### src/hw/spr_regs.vh
`ifndef SPR_REGS_VH
`define SPR_REGS_VH

// ****************************************************************
// timer remap option bit positions
// ****************************************************************
`define SPR_REMAP_CH1_BIT      4
`define SPR_REMAP_CH3_BIT      6
`define SPR_REMAP_CH4_BIT      7

// ****************************************************************
// timer output enable bit positions (one per channel)
// ****************************************************************
`define SPR_TOE_CH1_BIT        0
`define SPR_TOE_CH3_BIT        2
`define SPR_TOE_CH4_BIT        3

// ****************************************************************
// port configuration field positions
// ****************************************************************
`define SPR_PBL_PIN3_HI        15
`define SPR_PBL_PIN3_LO        12
`define SPR_PBH_PIN4_HI        3
`define SPR_PBH_PIN4_LO        0
`define SPR_PAL_PIN0_HI        3
`define SPR_PAL_PIN0_LO        0
`define SPR_PAL_PIN1_HI        7
`define SPR_PAL_PIN1_LO        4

// ****************************************************************
// port configuration field codes
// ****************************************************************
`define SPR_CFG_GPIO_OUT       4'h1
`define SPR_CFG_GPIO_OD        4'h5
`define SPR_CFG_ALT_OUT        4'h9
`define SPR_CFG_ALT_OD         4'hD

// ****************************************************************
// serial controller mode codes and config bits
// ****************************************************************
`define SPR_MODE_OFF           2'h0
`define SPR_MODE_UART          2'h1
`define SPR_MODE_SPI           2'h2
`define SPR_MODE_I2C           2'h3
`define SPR_SPI_MASTER_BIT     4
`define SPR_UART_FLOW_BIT      5

// ****************************************************************
// reset values
// ****************************************************************
`define SPR_RST_PIN_OUT        1'h0
`define SPR_RST_PIN_OE_N       1'h1
`define SPR_RST_IN_LOW         1'h0
`define SPR_RST_IN_HIGH        1'h1

`endif

### src/hw/spr_pin_route.v
`timescale 1ns/1ns
`include "spr_regs.vh"

module spr_pin_route (
    // clock and reset
    input  wire        i_clk,
    input  wire        i_srst,
    // timer control
    input  wire [7:0]  i_timer_remap_option,
    input  wire [3:0]  i_timer_output_enable,
    input  wire        i_gp_timer_channel_1_out,
    input  wire        i_gp_timer_channel_3_out,
    input  wire        i_gp_timer_channel_4_out,
    // port configuration
    input  wire [15:0] i_port_a_low_config,
    input  wire [15:0] i_port_b_low_config,
    input  wire [15:0] i_port_b_high_config,
    input  wire [3:0]  i_gpio_out,
    // serial controller 1
    input  wire [1:0]  i_serial1_mode_select,
    input  wire [7:0]  i_serial1_spi_config,
    input  wire [7:0]  i_serial1_uart_config,
    input  wire        i_serial1_spi_clock_out,
    input  wire        i_serial1_rts_n,
    // serial controller 2
    input  wire [1:0]  i_serial2_mode_select,
    input  wire [7:0]  i_serial2_spi_config,
    input  wire        i_serial2_master_out,
    input  wire        i_serial2_slave_out,
    input  wire        i_serial2_i2c_data_out,
    // pads, bit 0 port_a_pin_0, 1 port_a_pin_1, 2 port_b_pin_3, 3 port_b_pin_4
    input  wire [3:0]  i_pin_in,
    output wire [3:0]  o_pin_out,
    output wire [3:0]  o_pin_oe_n,
    // gpio input readback
    output reg  [3:0]  o_gpio_in,
    // timer inputs
    output reg         o_gp_timer_channel_1_in,
    output reg         o_gp_timer_channel_3_in,
    output reg         o_gp_timer_channel_4_in,
    // serial controller 1 inputs
    output reg         o_serial1_spi_clock_in,
    output reg         o_serial1_cts_n,
    output reg         o_serial1_slave_select_n,
    // serial controller 2 inputs
    output reg         o_serial2_slave_in,
    output reg         o_serial2_master_in,
    output reg         o_serial2_i2c_data_in
);

    // ****************************************************************
    // pin indices
    // ****************************************************************
    localparam integer PIN_A0 = 0;
    localparam integer PIN_A1 = 1;
    localparam integer PIN_B3 = 2;
    localparam integer PIN_B4 = 3;

    // ****************************************************************
    // decoded controls
    // ****************************************************************
    wire       remap1 = i_timer_remap_option[`SPR_REMAP_CH1_BIT];
    wire       remap3 = i_timer_remap_option[`SPR_REMAP_CH3_BIT];
    wire       remap4 = i_timer_remap_option[`SPR_REMAP_CH4_BIT];
    wire       toe1   = i_timer_output_enable[`SPR_TOE_CH1_BIT];
    wire       toe3   = i_timer_output_enable[`SPR_TOE_CH3_BIT];
    wire       toe4   = i_timer_output_enable[`SPR_TOE_CH4_BIT];

    wire       s1_spi    = (i_serial1_mode_select == `SPR_MODE_SPI);
    wire       s1_uart   = (i_serial1_mode_select == `SPR_MODE_UART);
    wire       s1_master = s1_spi & i_serial1_spi_config[`SPR_SPI_MASTER_BIT];
    wire       s1_slave  = s1_spi & ~i_serial1_spi_config[`SPR_SPI_MASTER_BIT];
    wire       s1_flow   = s1_uart & i_serial1_uart_config[`SPR_UART_FLOW_BIT];
    wire       s2_spi    = (i_serial2_mode_select == `SPR_MODE_SPI);
    wire       s2_i2c    = (i_serial2_mode_select == `SPR_MODE_I2C);
    wire       s2_master = s2_spi & i_serial2_spi_config[`SPR_SPI_MASTER_BIT];
    wire       s2_slave  = s2_spi & ~i_serial2_spi_config[`SPR_SPI_MASTER_BIT];

    // ****************************************************************
    // per-pin alternate source selection
    // ****************************************************************
    wire [3:0] tmr_sel;
    wire [3:0] tmr_data;
    wire [3:0] ser_sel;
    wire [3:0] ser_data;
    wire [15:0] field;

    assign tmr_sel[PIN_B3]  = remap3 & toe3;
    assign tmr_sel[PIN_A1]  = ~remap3 & toe3;
    assign tmr_sel[PIN_B4]  = remap4 & toe4;
    assign tmr_sel[PIN_A0]  = ~remap1 & toe1;

    assign tmr_data[PIN_B3] = i_gp_timer_channel_3_out;
    assign tmr_data[PIN_A1] = i_gp_timer_channel_3_out;
    assign tmr_data[PIN_B4] = i_gp_timer_channel_4_out;
    assign tmr_data[PIN_A0] = i_gp_timer_channel_1_out;

    assign ser_sel[PIN_B3]  = s1_master;
    assign ser_sel[PIN_B4]  = s1_flow;
    assign ser_sel[PIN_A0]  = s2_master;
    assign ser_sel[PIN_A1]  = s2_slave | s2_i2c;

    assign ser_data[PIN_B3] = i_serial1_spi_clock_out;
    assign ser_data[PIN_B4] = i_serial1_rts_n;
    assign ser_data[PIN_A0] = i_serial2_master_out;
    assign ser_data[PIN_A1] = s2_i2c ? i_serial2_i2c_data_out : i_serial2_slave_out;

    assign field[4*PIN_A0 +: 4] = i_port_a_low_config[`SPR_PAL_PIN0_HI:`SPR_PAL_PIN0_LO];
    assign field[4*PIN_A1 +: 4] = i_port_a_low_config[`SPR_PAL_PIN1_HI:`SPR_PAL_PIN1_LO];
    assign field[4*PIN_B3 +: 4] = i_port_b_low_config[`SPR_PBL_PIN3_HI:`SPR_PBL_PIN3_LO];
    assign field[4*PIN_B4 +: 4] = i_port_b_high_config[`SPR_PBH_PIN4_HI:`SPR_PBH_PIN4_LO];

    // ****************************************************************
    // pad drivers
    // ****************************************************************
    genvar g;
    generate
        for (g = 0; g < 4; g = g + 1) begin : gen_pin
            spr_pin_cell u_cell (
                .i_clk         (i_clk),
                .i_srst        (i_srst),
                .i_field       (field[4*g +: 4]),
                .i_gpio_data   (i_gpio_out[g]),
                .i_timer_sel   (tmr_sel[g]),
                .i_timer_data  (tmr_data[g]),
                .i_serial_sel  (ser_sel[g]),
                .i_serial_data (ser_data[g]),
                .o_out         (o_pin_out[g]),
                .o_oe_n        (o_pin_oe_n[g])
            );
        end
    endgenerate

    // ****************************************************************
    // input routing
    // ****************************************************************
    always @(posedge i_clk) begin
        if (i_srst) begin
            o_gpio_in                <= 4'h0;
            o_gp_timer_channel_1_in  <= `SPR_RST_IN_LOW;
            o_gp_timer_channel_3_in  <= `SPR_RST_IN_LOW;
            o_gp_timer_channel_4_in  <= `SPR_RST_IN_LOW;
            o_serial1_spi_clock_in   <= `SPR_RST_IN_LOW;
            o_serial1_cts_n          <= `SPR_RST_IN_LOW;
            o_serial1_slave_select_n <= `SPR_RST_IN_HIGH;
            o_serial2_slave_in       <= `SPR_RST_IN_LOW;
            o_serial2_master_in      <= `SPR_RST_IN_LOW;
            o_serial2_i2c_data_in    <= `SPR_RST_IN_HIGH;
        end else begin
            o_gpio_in                <= i_pin_in;
            o_gp_timer_channel_3_in  <= remap3 ? i_pin_in[PIN_B3] : i_pin_in[PIN_A1];
            o_gp_timer_channel_4_in  <= remap4 & i_pin_in[PIN_B4];
            o_gp_timer_channel_1_in  <= ~remap1 & i_pin_in[PIN_A0];
            o_serial1_spi_clock_in   <= s1_slave & i_pin_in[PIN_B3];
            o_serial1_cts_n          <= s1_flow & i_pin_in[PIN_B3];
            o_serial1_slave_select_n <= s1_slave ? i_pin_in[PIN_B4] : 1'b1;
            o_serial2_slave_in       <= s2_slave & i_pin_in[PIN_A0];
            o_serial2_master_in      <= s2_master & i_pin_in[PIN_A1];
            o_serial2_i2c_data_in    <= s2_i2c ? i_pin_in[PIN_A1] : 1'b1;
        end
    end

endmodule

### src/hw/spr_pin_cell.v
`timescale 1ns/1ns
`include "spr_regs.vh"

module spr_pin_cell (
    // clock and reset
    input  wire       i_clk,
    input  wire       i_srst,
    // pin configuration
    input  wire [3:0] i_field,
    input  wire       i_gpio_data,
    // alternate sources
    input  wire       i_timer_sel,
    input  wire       i_timer_data,
    input  wire       i_serial_sel,
    input  wire       i_serial_data,
    // pad
    output reg        o_out,
    output reg        o_oe_n
);

    // ****************************************************************
    // source choice
    // ****************************************************************
    reg next_out;
    reg next_oe_n;
    reg alt_data;
    reg alt_sel;
    reg drv_data;
    reg drv_od;
    reg drv_en;

    always @* begin
        alt_sel  = i_timer_sel | i_serial_sel;
        // timer wins over serial controller
        alt_data = i_timer_sel ? i_timer_data : i_serial_data;
        drv_en   = 1'b0;
        drv_od   = 1'b0;
        drv_data = 1'b0;
        case (i_field)
            `SPR_CFG_ALT_OUT: begin
                drv_en   = alt_sel;
                drv_data = alt_data;
            end
            `SPR_CFG_ALT_OD: begin
                drv_en   = alt_sel;
                drv_od   = 1'b1;
                drv_data = alt_data;
            end
            `SPR_CFG_GPIO_OUT: begin
                drv_en   = 1'b1;
                drv_data = i_gpio_data;
            end
            `SPR_CFG_GPIO_OD: begin
                drv_en   = 1'b1;
                drv_od   = 1'b1;
                drv_data = i_gpio_data;
            end
            default: begin
                drv_en   = 1'b0;
            end
        endcase
        next_out  = drv_od ? 1'b0 : drv_data;
        next_oe_n = ~drv_en | (drv_od & drv_data);
    end

    // ****************************************************************
    // pad flops
    // ****************************************************************
    always @(posedge i_clk) begin
        if (i_srst) begin
            o_out  <= `SPR_RST_PIN_OUT;
            o_oe_n <= `SPR_RST_PIN_OE_N;
        end else begin
            o_out  <= next_out;
            o_oe_n <= next_oe_n;
        end
    end

endmodule

### config.mk
export PLATFORM = sky130hd
export DESIGN_NAME = spr_pin_route
export DESIGN_NICKNAME = d
export VERILOG_FILES = /design/src/hw/spr_pin_route.v /design/src/hw/spr_pin_cell.v
export VERILOG_INCLUDE_DIRS = /design/src /design/src/hw
export SDC_FILE = /design/constraint.sdc
export NUM_CORES = 1
export LEC_CHECK = 0
export BUFFER_PORTS_ARGS = -buffer_cell sky130_fd_sc_hd__buf_4
export CAP_MARGIN = 20
export CORE_MARGIN = 5
export CORE_UTILIZATION = 30
export DETAILED_ROUTE_END_ITERATION = 12
export GPL_ROUTABILITY_DRIVEN = 0
export PLACE_DENSITY = 0.8
export SETUP_SLACK_MARGIN = 0.15
export SYNTH_ARGS = -nofsm -noshare
export SYNTH_HDL_FRONTEND = slang
export SYNTH_HIERARCHICAL = 1
export SYNTH_SLANG_ARGS = --single-unit
### constraint.sdc
create_clock -name i_clk -period 3.4 [get_ports i_clk]
set_input_delay 0.68 -clock i_clk [delete_from_list [all_inputs] [get_ports i_clk]]
set_output_delay 0.68 -clock i_clk [all_outputs]
set_load 0.01 [all_outputs]
==> results of run 1 <==
-- cell type report --
cell class              count  area, sq um
repair buffers             67          503
inverters                   2         7.51
multi-input cells          53          370
clock buffers               3         22.5
flip-flops and latches     21          420
clock inverters             1         5.00
well taps                  30         37.5
fillers                   258         1160
-- sequential cells by signal, indices dropped and copies added, names as in the netlist --
register                  count
o_gpio_in                     4
o_gp_timer_channel_4_in       1
o_gp_timer_channel_1_in       1
o_serial1_spi_clock_in        1
gen_pin.u_cell/o_oe_n         4
o_serial2_slave_in            1
o_serial1_slave_select_n      1
o_serial2_i2c_data_in         1
o_serial2_master_in           1
o_serial1_cts_n               1
o_gp_timer_channel_3_in       1
gen_pin.u_cell/o_out          4
-- cell usage after synthesis --
master | n | area share
dfxtp_1 | 21 | 0.53
nor2_1 | 10 | 0.047
and2_1 | 5 | 0.039
mux2i_1 | 5 | 0.063
nor2b_1 | 5 | 0.039
nor3b_1 | 5 | 0.047
or3b_1 | 5 | 0.055
a21oi_1 | 4 | 0.025
a221o_1 | 4 | 0.050
and3b_2 | 2 | 0.025
inv_1 | 2 | 0.0094
or3_1 | 2 | 0.016
a21boi_0 | 1 | 0.0094
and3b_1 | 1 | 0.011
mux2_2 | 1 | 0.014
nand2_1 | 1 | 0.0047
nand2b_1 | 1 | 0.0078
nor4b_1 | 1 | 0.011
-- critical path: cells and delay by family --
family,cells,cell delay (ps)
mux,2,460
simple gates,1,90
compound gates,2,370
buf+inv,1,120
-- per-stage QoR --
step                      power [mW]  hold slack (ps)
after floorplan                0.291              752
after global placement         0.350              849
after detailed placement       0.353              856
after CTS                      0.469              521
after global routing           0.487              516
final                          0.464              523
-- logic make-up (layout without fill, tap and decap cells) --
| logic type | count (synthesis) | count (layout) | synth area share |
|---|---|---|---|
| simple gates | 38 | 38 | 0.303 |
| flops | 21 | 21 | 0.527 |
| compound gates | 9 | 9 | 0.0846 |
| mux | 6 | 6 | 0.0768 |
| buf+inv | 2 | 73 | 0.00941 |
-- metal layers --
| metal | vias up | part of all wire | track usage |
|---|---|---|---|
| li1 | 410 | - | - |
| met1 | 352 | 0.34 | 0.124 |
| met2 | 33 | 0.55 | 0.226 |
| met3 | 2 | 0.098 | 0.0210 |
| met4 | 0 | 0.012 | 0.0545 |
| met5 | - | 0 | 0 |
-- path summary, 6_finish.rpt --
kind | slack, ps | from | endpoint | cells after the start
min | 520 | i_port_b_high_config[2] | gen_pin[3].u_cell/o_out | 2
max | 1870 | i_serial2_mode_select[1] | gen_pin[1].u_cell/o_oe_n | 6
-- power by group --
part | internal, mW | switching (mW)
registers | 0.254 | 0.00197
clock network | 0.0437 | 0.0742
logic | 0.0585 | 0.0317
total | 0.356 | 0.108
-- cell usage in the layout, fill, tap and decap left out --
| cell | instances |
|---|---|
| a21boi_0 | 1 |
| and3b_2 | 2 |
| clkbuf_4 | 3 |
| nor4b_1 | 1 |
| a221o_1 | 4 |
| buf_4 | 67 |
| nor2_1 | 10 |
| or3b_1 | 5 |
| mux2_2 | 1 |
| or3_1 | 2 |
| and3b_1 | 1 |
| mux2i_1 | 5 |
| nand2b_1 | 1 |
| clkinv_2 | 1 |
| nor3b_1 | 5 |
| and2_1 | 5 |
| dfxtp_1 | 21 |
| nand2_1 | 1 |
| a21oi_1 | 4 |
| inv_1 | 2 |
| nor2b_1 | 5 |
==> flow_summary.ini, run 1 <==
[route]
viasPerCell = 4.50
firstDrtPassIters = 4
via_count = 797
drtIter0Drc = 9
drc = 0
totalWireLength_microns = 2300
ant_nets = 0
wl_per_cell_microns = 13.0

[setup_path]
arrival_ps = 1720
cp.required_ps = 3590
criticalPathCategory = in -> reg
worstPathCellList = buf_4, nand2_1, mux2_2, mux2i_1, a21oi_1, a221o_1
worstSetupStartpointType = primary input
critPathSlowestCell = mux2_2
cp_max_fo = 4
max_stage_delay_ps = 330
worstSetupEndpointType = flop

[worst_hold_path]
min_path_type = in -> reg

[yosys]
synth-seq-cells = 21
ys_warn_count = 6
syn_avg_cell_area_sq_um = 10.5
ys_seq_area_frac = 0.527
synth_area_sq_um = 798
syn_inst = 76
synth_nets = 182
synth_cell_types = 18

[timing]
setup_ws_ps = 1870
setup-violations-final = 0
slew_headroom = 0.846
rsz0062_at_grt = false
tightest_slew_ps = 228
fin_crit_sh = 0.451
max_freq_mhz = 652
finalMaxSlewViolations = 0
setup_tns_ps = 0
period_minus_slack_ps = 1530
hold_viol = 0

[pwr]
peakVddDrop_v = 0.000220
cellLeakagePower_nw = 0.658
power-per-cell-area_nw_per_um2 = 340

[flow_run]
timing.max_cap.violations = 0

[final_layout]
antennaDiodeCount = 0
fin_util = 0.542
syn2layout_area_growth_pct = 71.2
final_area_sq_um = 1370
fin_nets = 254
layout-drive-gt1-share = 0.503
fin_cells = 177

[place]
dpl_cell_area_sq_um = 1340
port_buffers = 67
placed_cells = 173
hpwlAfterDp_microns = 2020
pre_cts_slack_ps = 1530

[grt]
grt_pass1_vias = 808
grt_pass1_wl_microns = 3330
antenna_found_initial = 0
grt_max_degree = 13
grt-ovfl-total = 0
grt_use_total = 0.119

[die]
ios = 127
start_util = 0.316
die-area_sq_um = 3790
core_sq_um = 2520
die_w_microns = 61.6
rows = 18
die_h_microns = 61.6

[clocking]
cts_made_buffers = 3
cts_tree = built
root_buffer = clkbuf_4
cts_buffer_depth = 2
ctsHoldBuffers = 0
path_clk_slew_ps = 130
post-cts-setup-buffer-count = 0
ctsResizeCount = 0
cts.htree.levels = 1
clock-sinks = 21

[status]
outcome = completed
Power figures use the tool's default switching activity.
==> run 2, diff against run 1 <==
--- a/config.mk
+++ b/config.mk
@@ -9,10 +9,10 @@
 export BUFFER_PORTS_ARGS = -buffer_cell sky130_fd_sc_hd__buf_4
 export CAP_MARGIN = 20
 export CORE_MARGIN = 5
-export CORE_UTILIZATION = 30
+export CORE_UTILIZATION = 28
 export DETAILED_ROUTE_END_ITERATION = 12
 export GPL_ROUTABILITY_DRIVEN = 0
-export PLACE_DENSITY = 0.8
+export PLACE_DENSITY = 0.76
 export SETUP_SLACK_MARGIN = 0.15
 export SYNTH_ARGS = -nofsm -noshare
 export SYNTH_HDL_FRONTEND = slang
==> constraint.sdc (replaced) <==
create_clock -name i_clk -period 1.49 [get_ports i_clk]
set_input_delay 0.298 -clock i_clk [delete_from_list [all_inputs] [get_ports i_clk]]
set_output_delay 0.298 -clock i_clk [all_outputs]
set_load 0.01 [all_outputs]
==> flow_summary.ini, run 2 (synthesis gave the netlist of run 1 again) <==
[grt]
grt-ovfl-total = 0
grt_max_degree = 13
grt_use_total = 0.123
grt_pass1_wl_microns = 3910
antenna_found_initial = 0
grt_pass1_vias = 880

[die]
rows = 19
die_h_microns = 63.4
core_sq_um = 2730
die_w_microns = 63.4
start_util = 0.292
die-area_sq_um = 4020
ios = 127

[setup_path]
max_stage_delay_ps = 330
cp.required_ps = 1690
critical_path.top_delay_family = multiplexers
criticalPathCategory = in -> reg
critical_path_buf_inv_count = 1
worstSetupStartpointType = primary input
cp_max_fo = 4
arrival_ps = 1340
worstPathCellList = buf_4, nand2_1, mux2_2, mux2i_1, a21oi_1, a221o_1
critPathSlowestCell = mux2_2
worstSetupEndpointType = flop

[pwr]
cellLeakagePower_nw = 0.658
peakVddDrop_v = 0.000814
power-per-cell-area_nw_per_um2 = 774

[clocking]
clock-sinks = 21
cts_made_buffers = 3
path_clk_slew_ps = 110
cts_buffer_depth = 2
ctsResizeCount = 0
cts_tree = built
root_buffer = clkbuf_4
ctsHoldBuffers = 0
cts.htree.levels = 1
post-cts-setup-buffer-count = 0

[timing]
max_freq_mhz = 878
rsz0062_at_grt = false
setup-violations-final = 0
hold_viol = 0
fin_crit_sh = 0.764
finalMaxSlewViolations = 0
setup_tns_ps = 0
period_minus_slack_ps = 1140
tightest_slew_ps = 287
slew_headroom = 0.806

[final_layout]
fin_util = 0.500
layout_commonest_cell = buf_4
regArea_sq_um = 420
antennaDiodeCount = 0
syn2layout_area_growth_pct = 71.3
fillers = 257
multiInputGateArea_sq_um = 370
mostFrequentLayoutCells = 67 x buf_4, 21 x dfxtp_1, 10 x nor2_1
layout-drive-gt1-share = 0.503
reg_top3 = gen_pin.u_cell/o_oe_n (4), gen_pin.u_cell/o_out (4), o_gpio_in (4)
fin_nets = 254

[route]
totalWireLength_microns = 2440
via_count = 811
firstDrtPassIters = 4
wl_per_cell_microns = 13.7
ant_nets = 0
drc = 0
drtIter0Drc = 33
viasPerCell = 4.56

[worst_hold_path]
min_path_type = in -> reg

[place]
hpwlAfterDp_microns = 2160
port_buffers = 67

[flow_run]
timing.max_cap.violations = 0

[status]
outcome = completed
[run 2: stage by stage]
| step | hold slack (ps) | instances | instance area (sq um) | setup slack [ps] | power, mW |
|---|---|---|---|---|---|
| 3_3_place_gp | 468 | 174 | 1340 | 28.8 | 0.801 |
| 4_1_cts | 141 | 178 | 1370 | 345 | 1.07 |
| 6_report | 146 | 178 | 1370 | 352 | 1.06 |
| 2_1_floorplan | 370 | 76 | 798 | 223 | 0.663 |
| 5_1_grt | 128 | 178 | 1370 | 319 | 1.12 |
| 3_5_place_dp | 469 | 174 | 1340 | 14.4 | 0.809 |
[run 2: worst paths after layout]
check	start	to	depth (start not counted)
worst max-delay path	i_serial2_mode_select[1]	gen_pin[1].u_cell/o_oe_n	6
worst min-delay path	i_timer_remap_option[4]	o_gp_timer_channel_1_in	2
[run 2: cell type report]
| cell class | instances | share of cell area |
|---|---|---|
| timing repair buffer | 67 | 0.368 |
| sequential | 21 | 0.307 |
| clock buffer | 3 | 0.0165 |
| multi-input combinational | 53 | 0.271 |
| tap | 31 | 0.0284 |
| inverter | 2 | 0.00549 |
| clock inverter | 1 | 0.00366 |
[run 2: per-layer routing]
| layer | up-vias | global-route usage | routed length, microns |
|---|---|---|---|
| li1 | 410 | - | - |
| met1 | 363 | 0.123 | 833 |
| met2 | 36 | 0.226 | 1330 |
| met3 | 2 | 0.0533 | 245 |
| met4 | 0 | 0.0390 | 29 |
| met5 | - | 0 | 0 |
[run 2: power by group]
group,total [mW],internal (mW),switching (mW)
Combinational,0.209,0.134,0.0750
Sequential,0.585,0.580,0.00519
Clock,0.265,0.100,0.165
Total,1.06,0.813,0.245
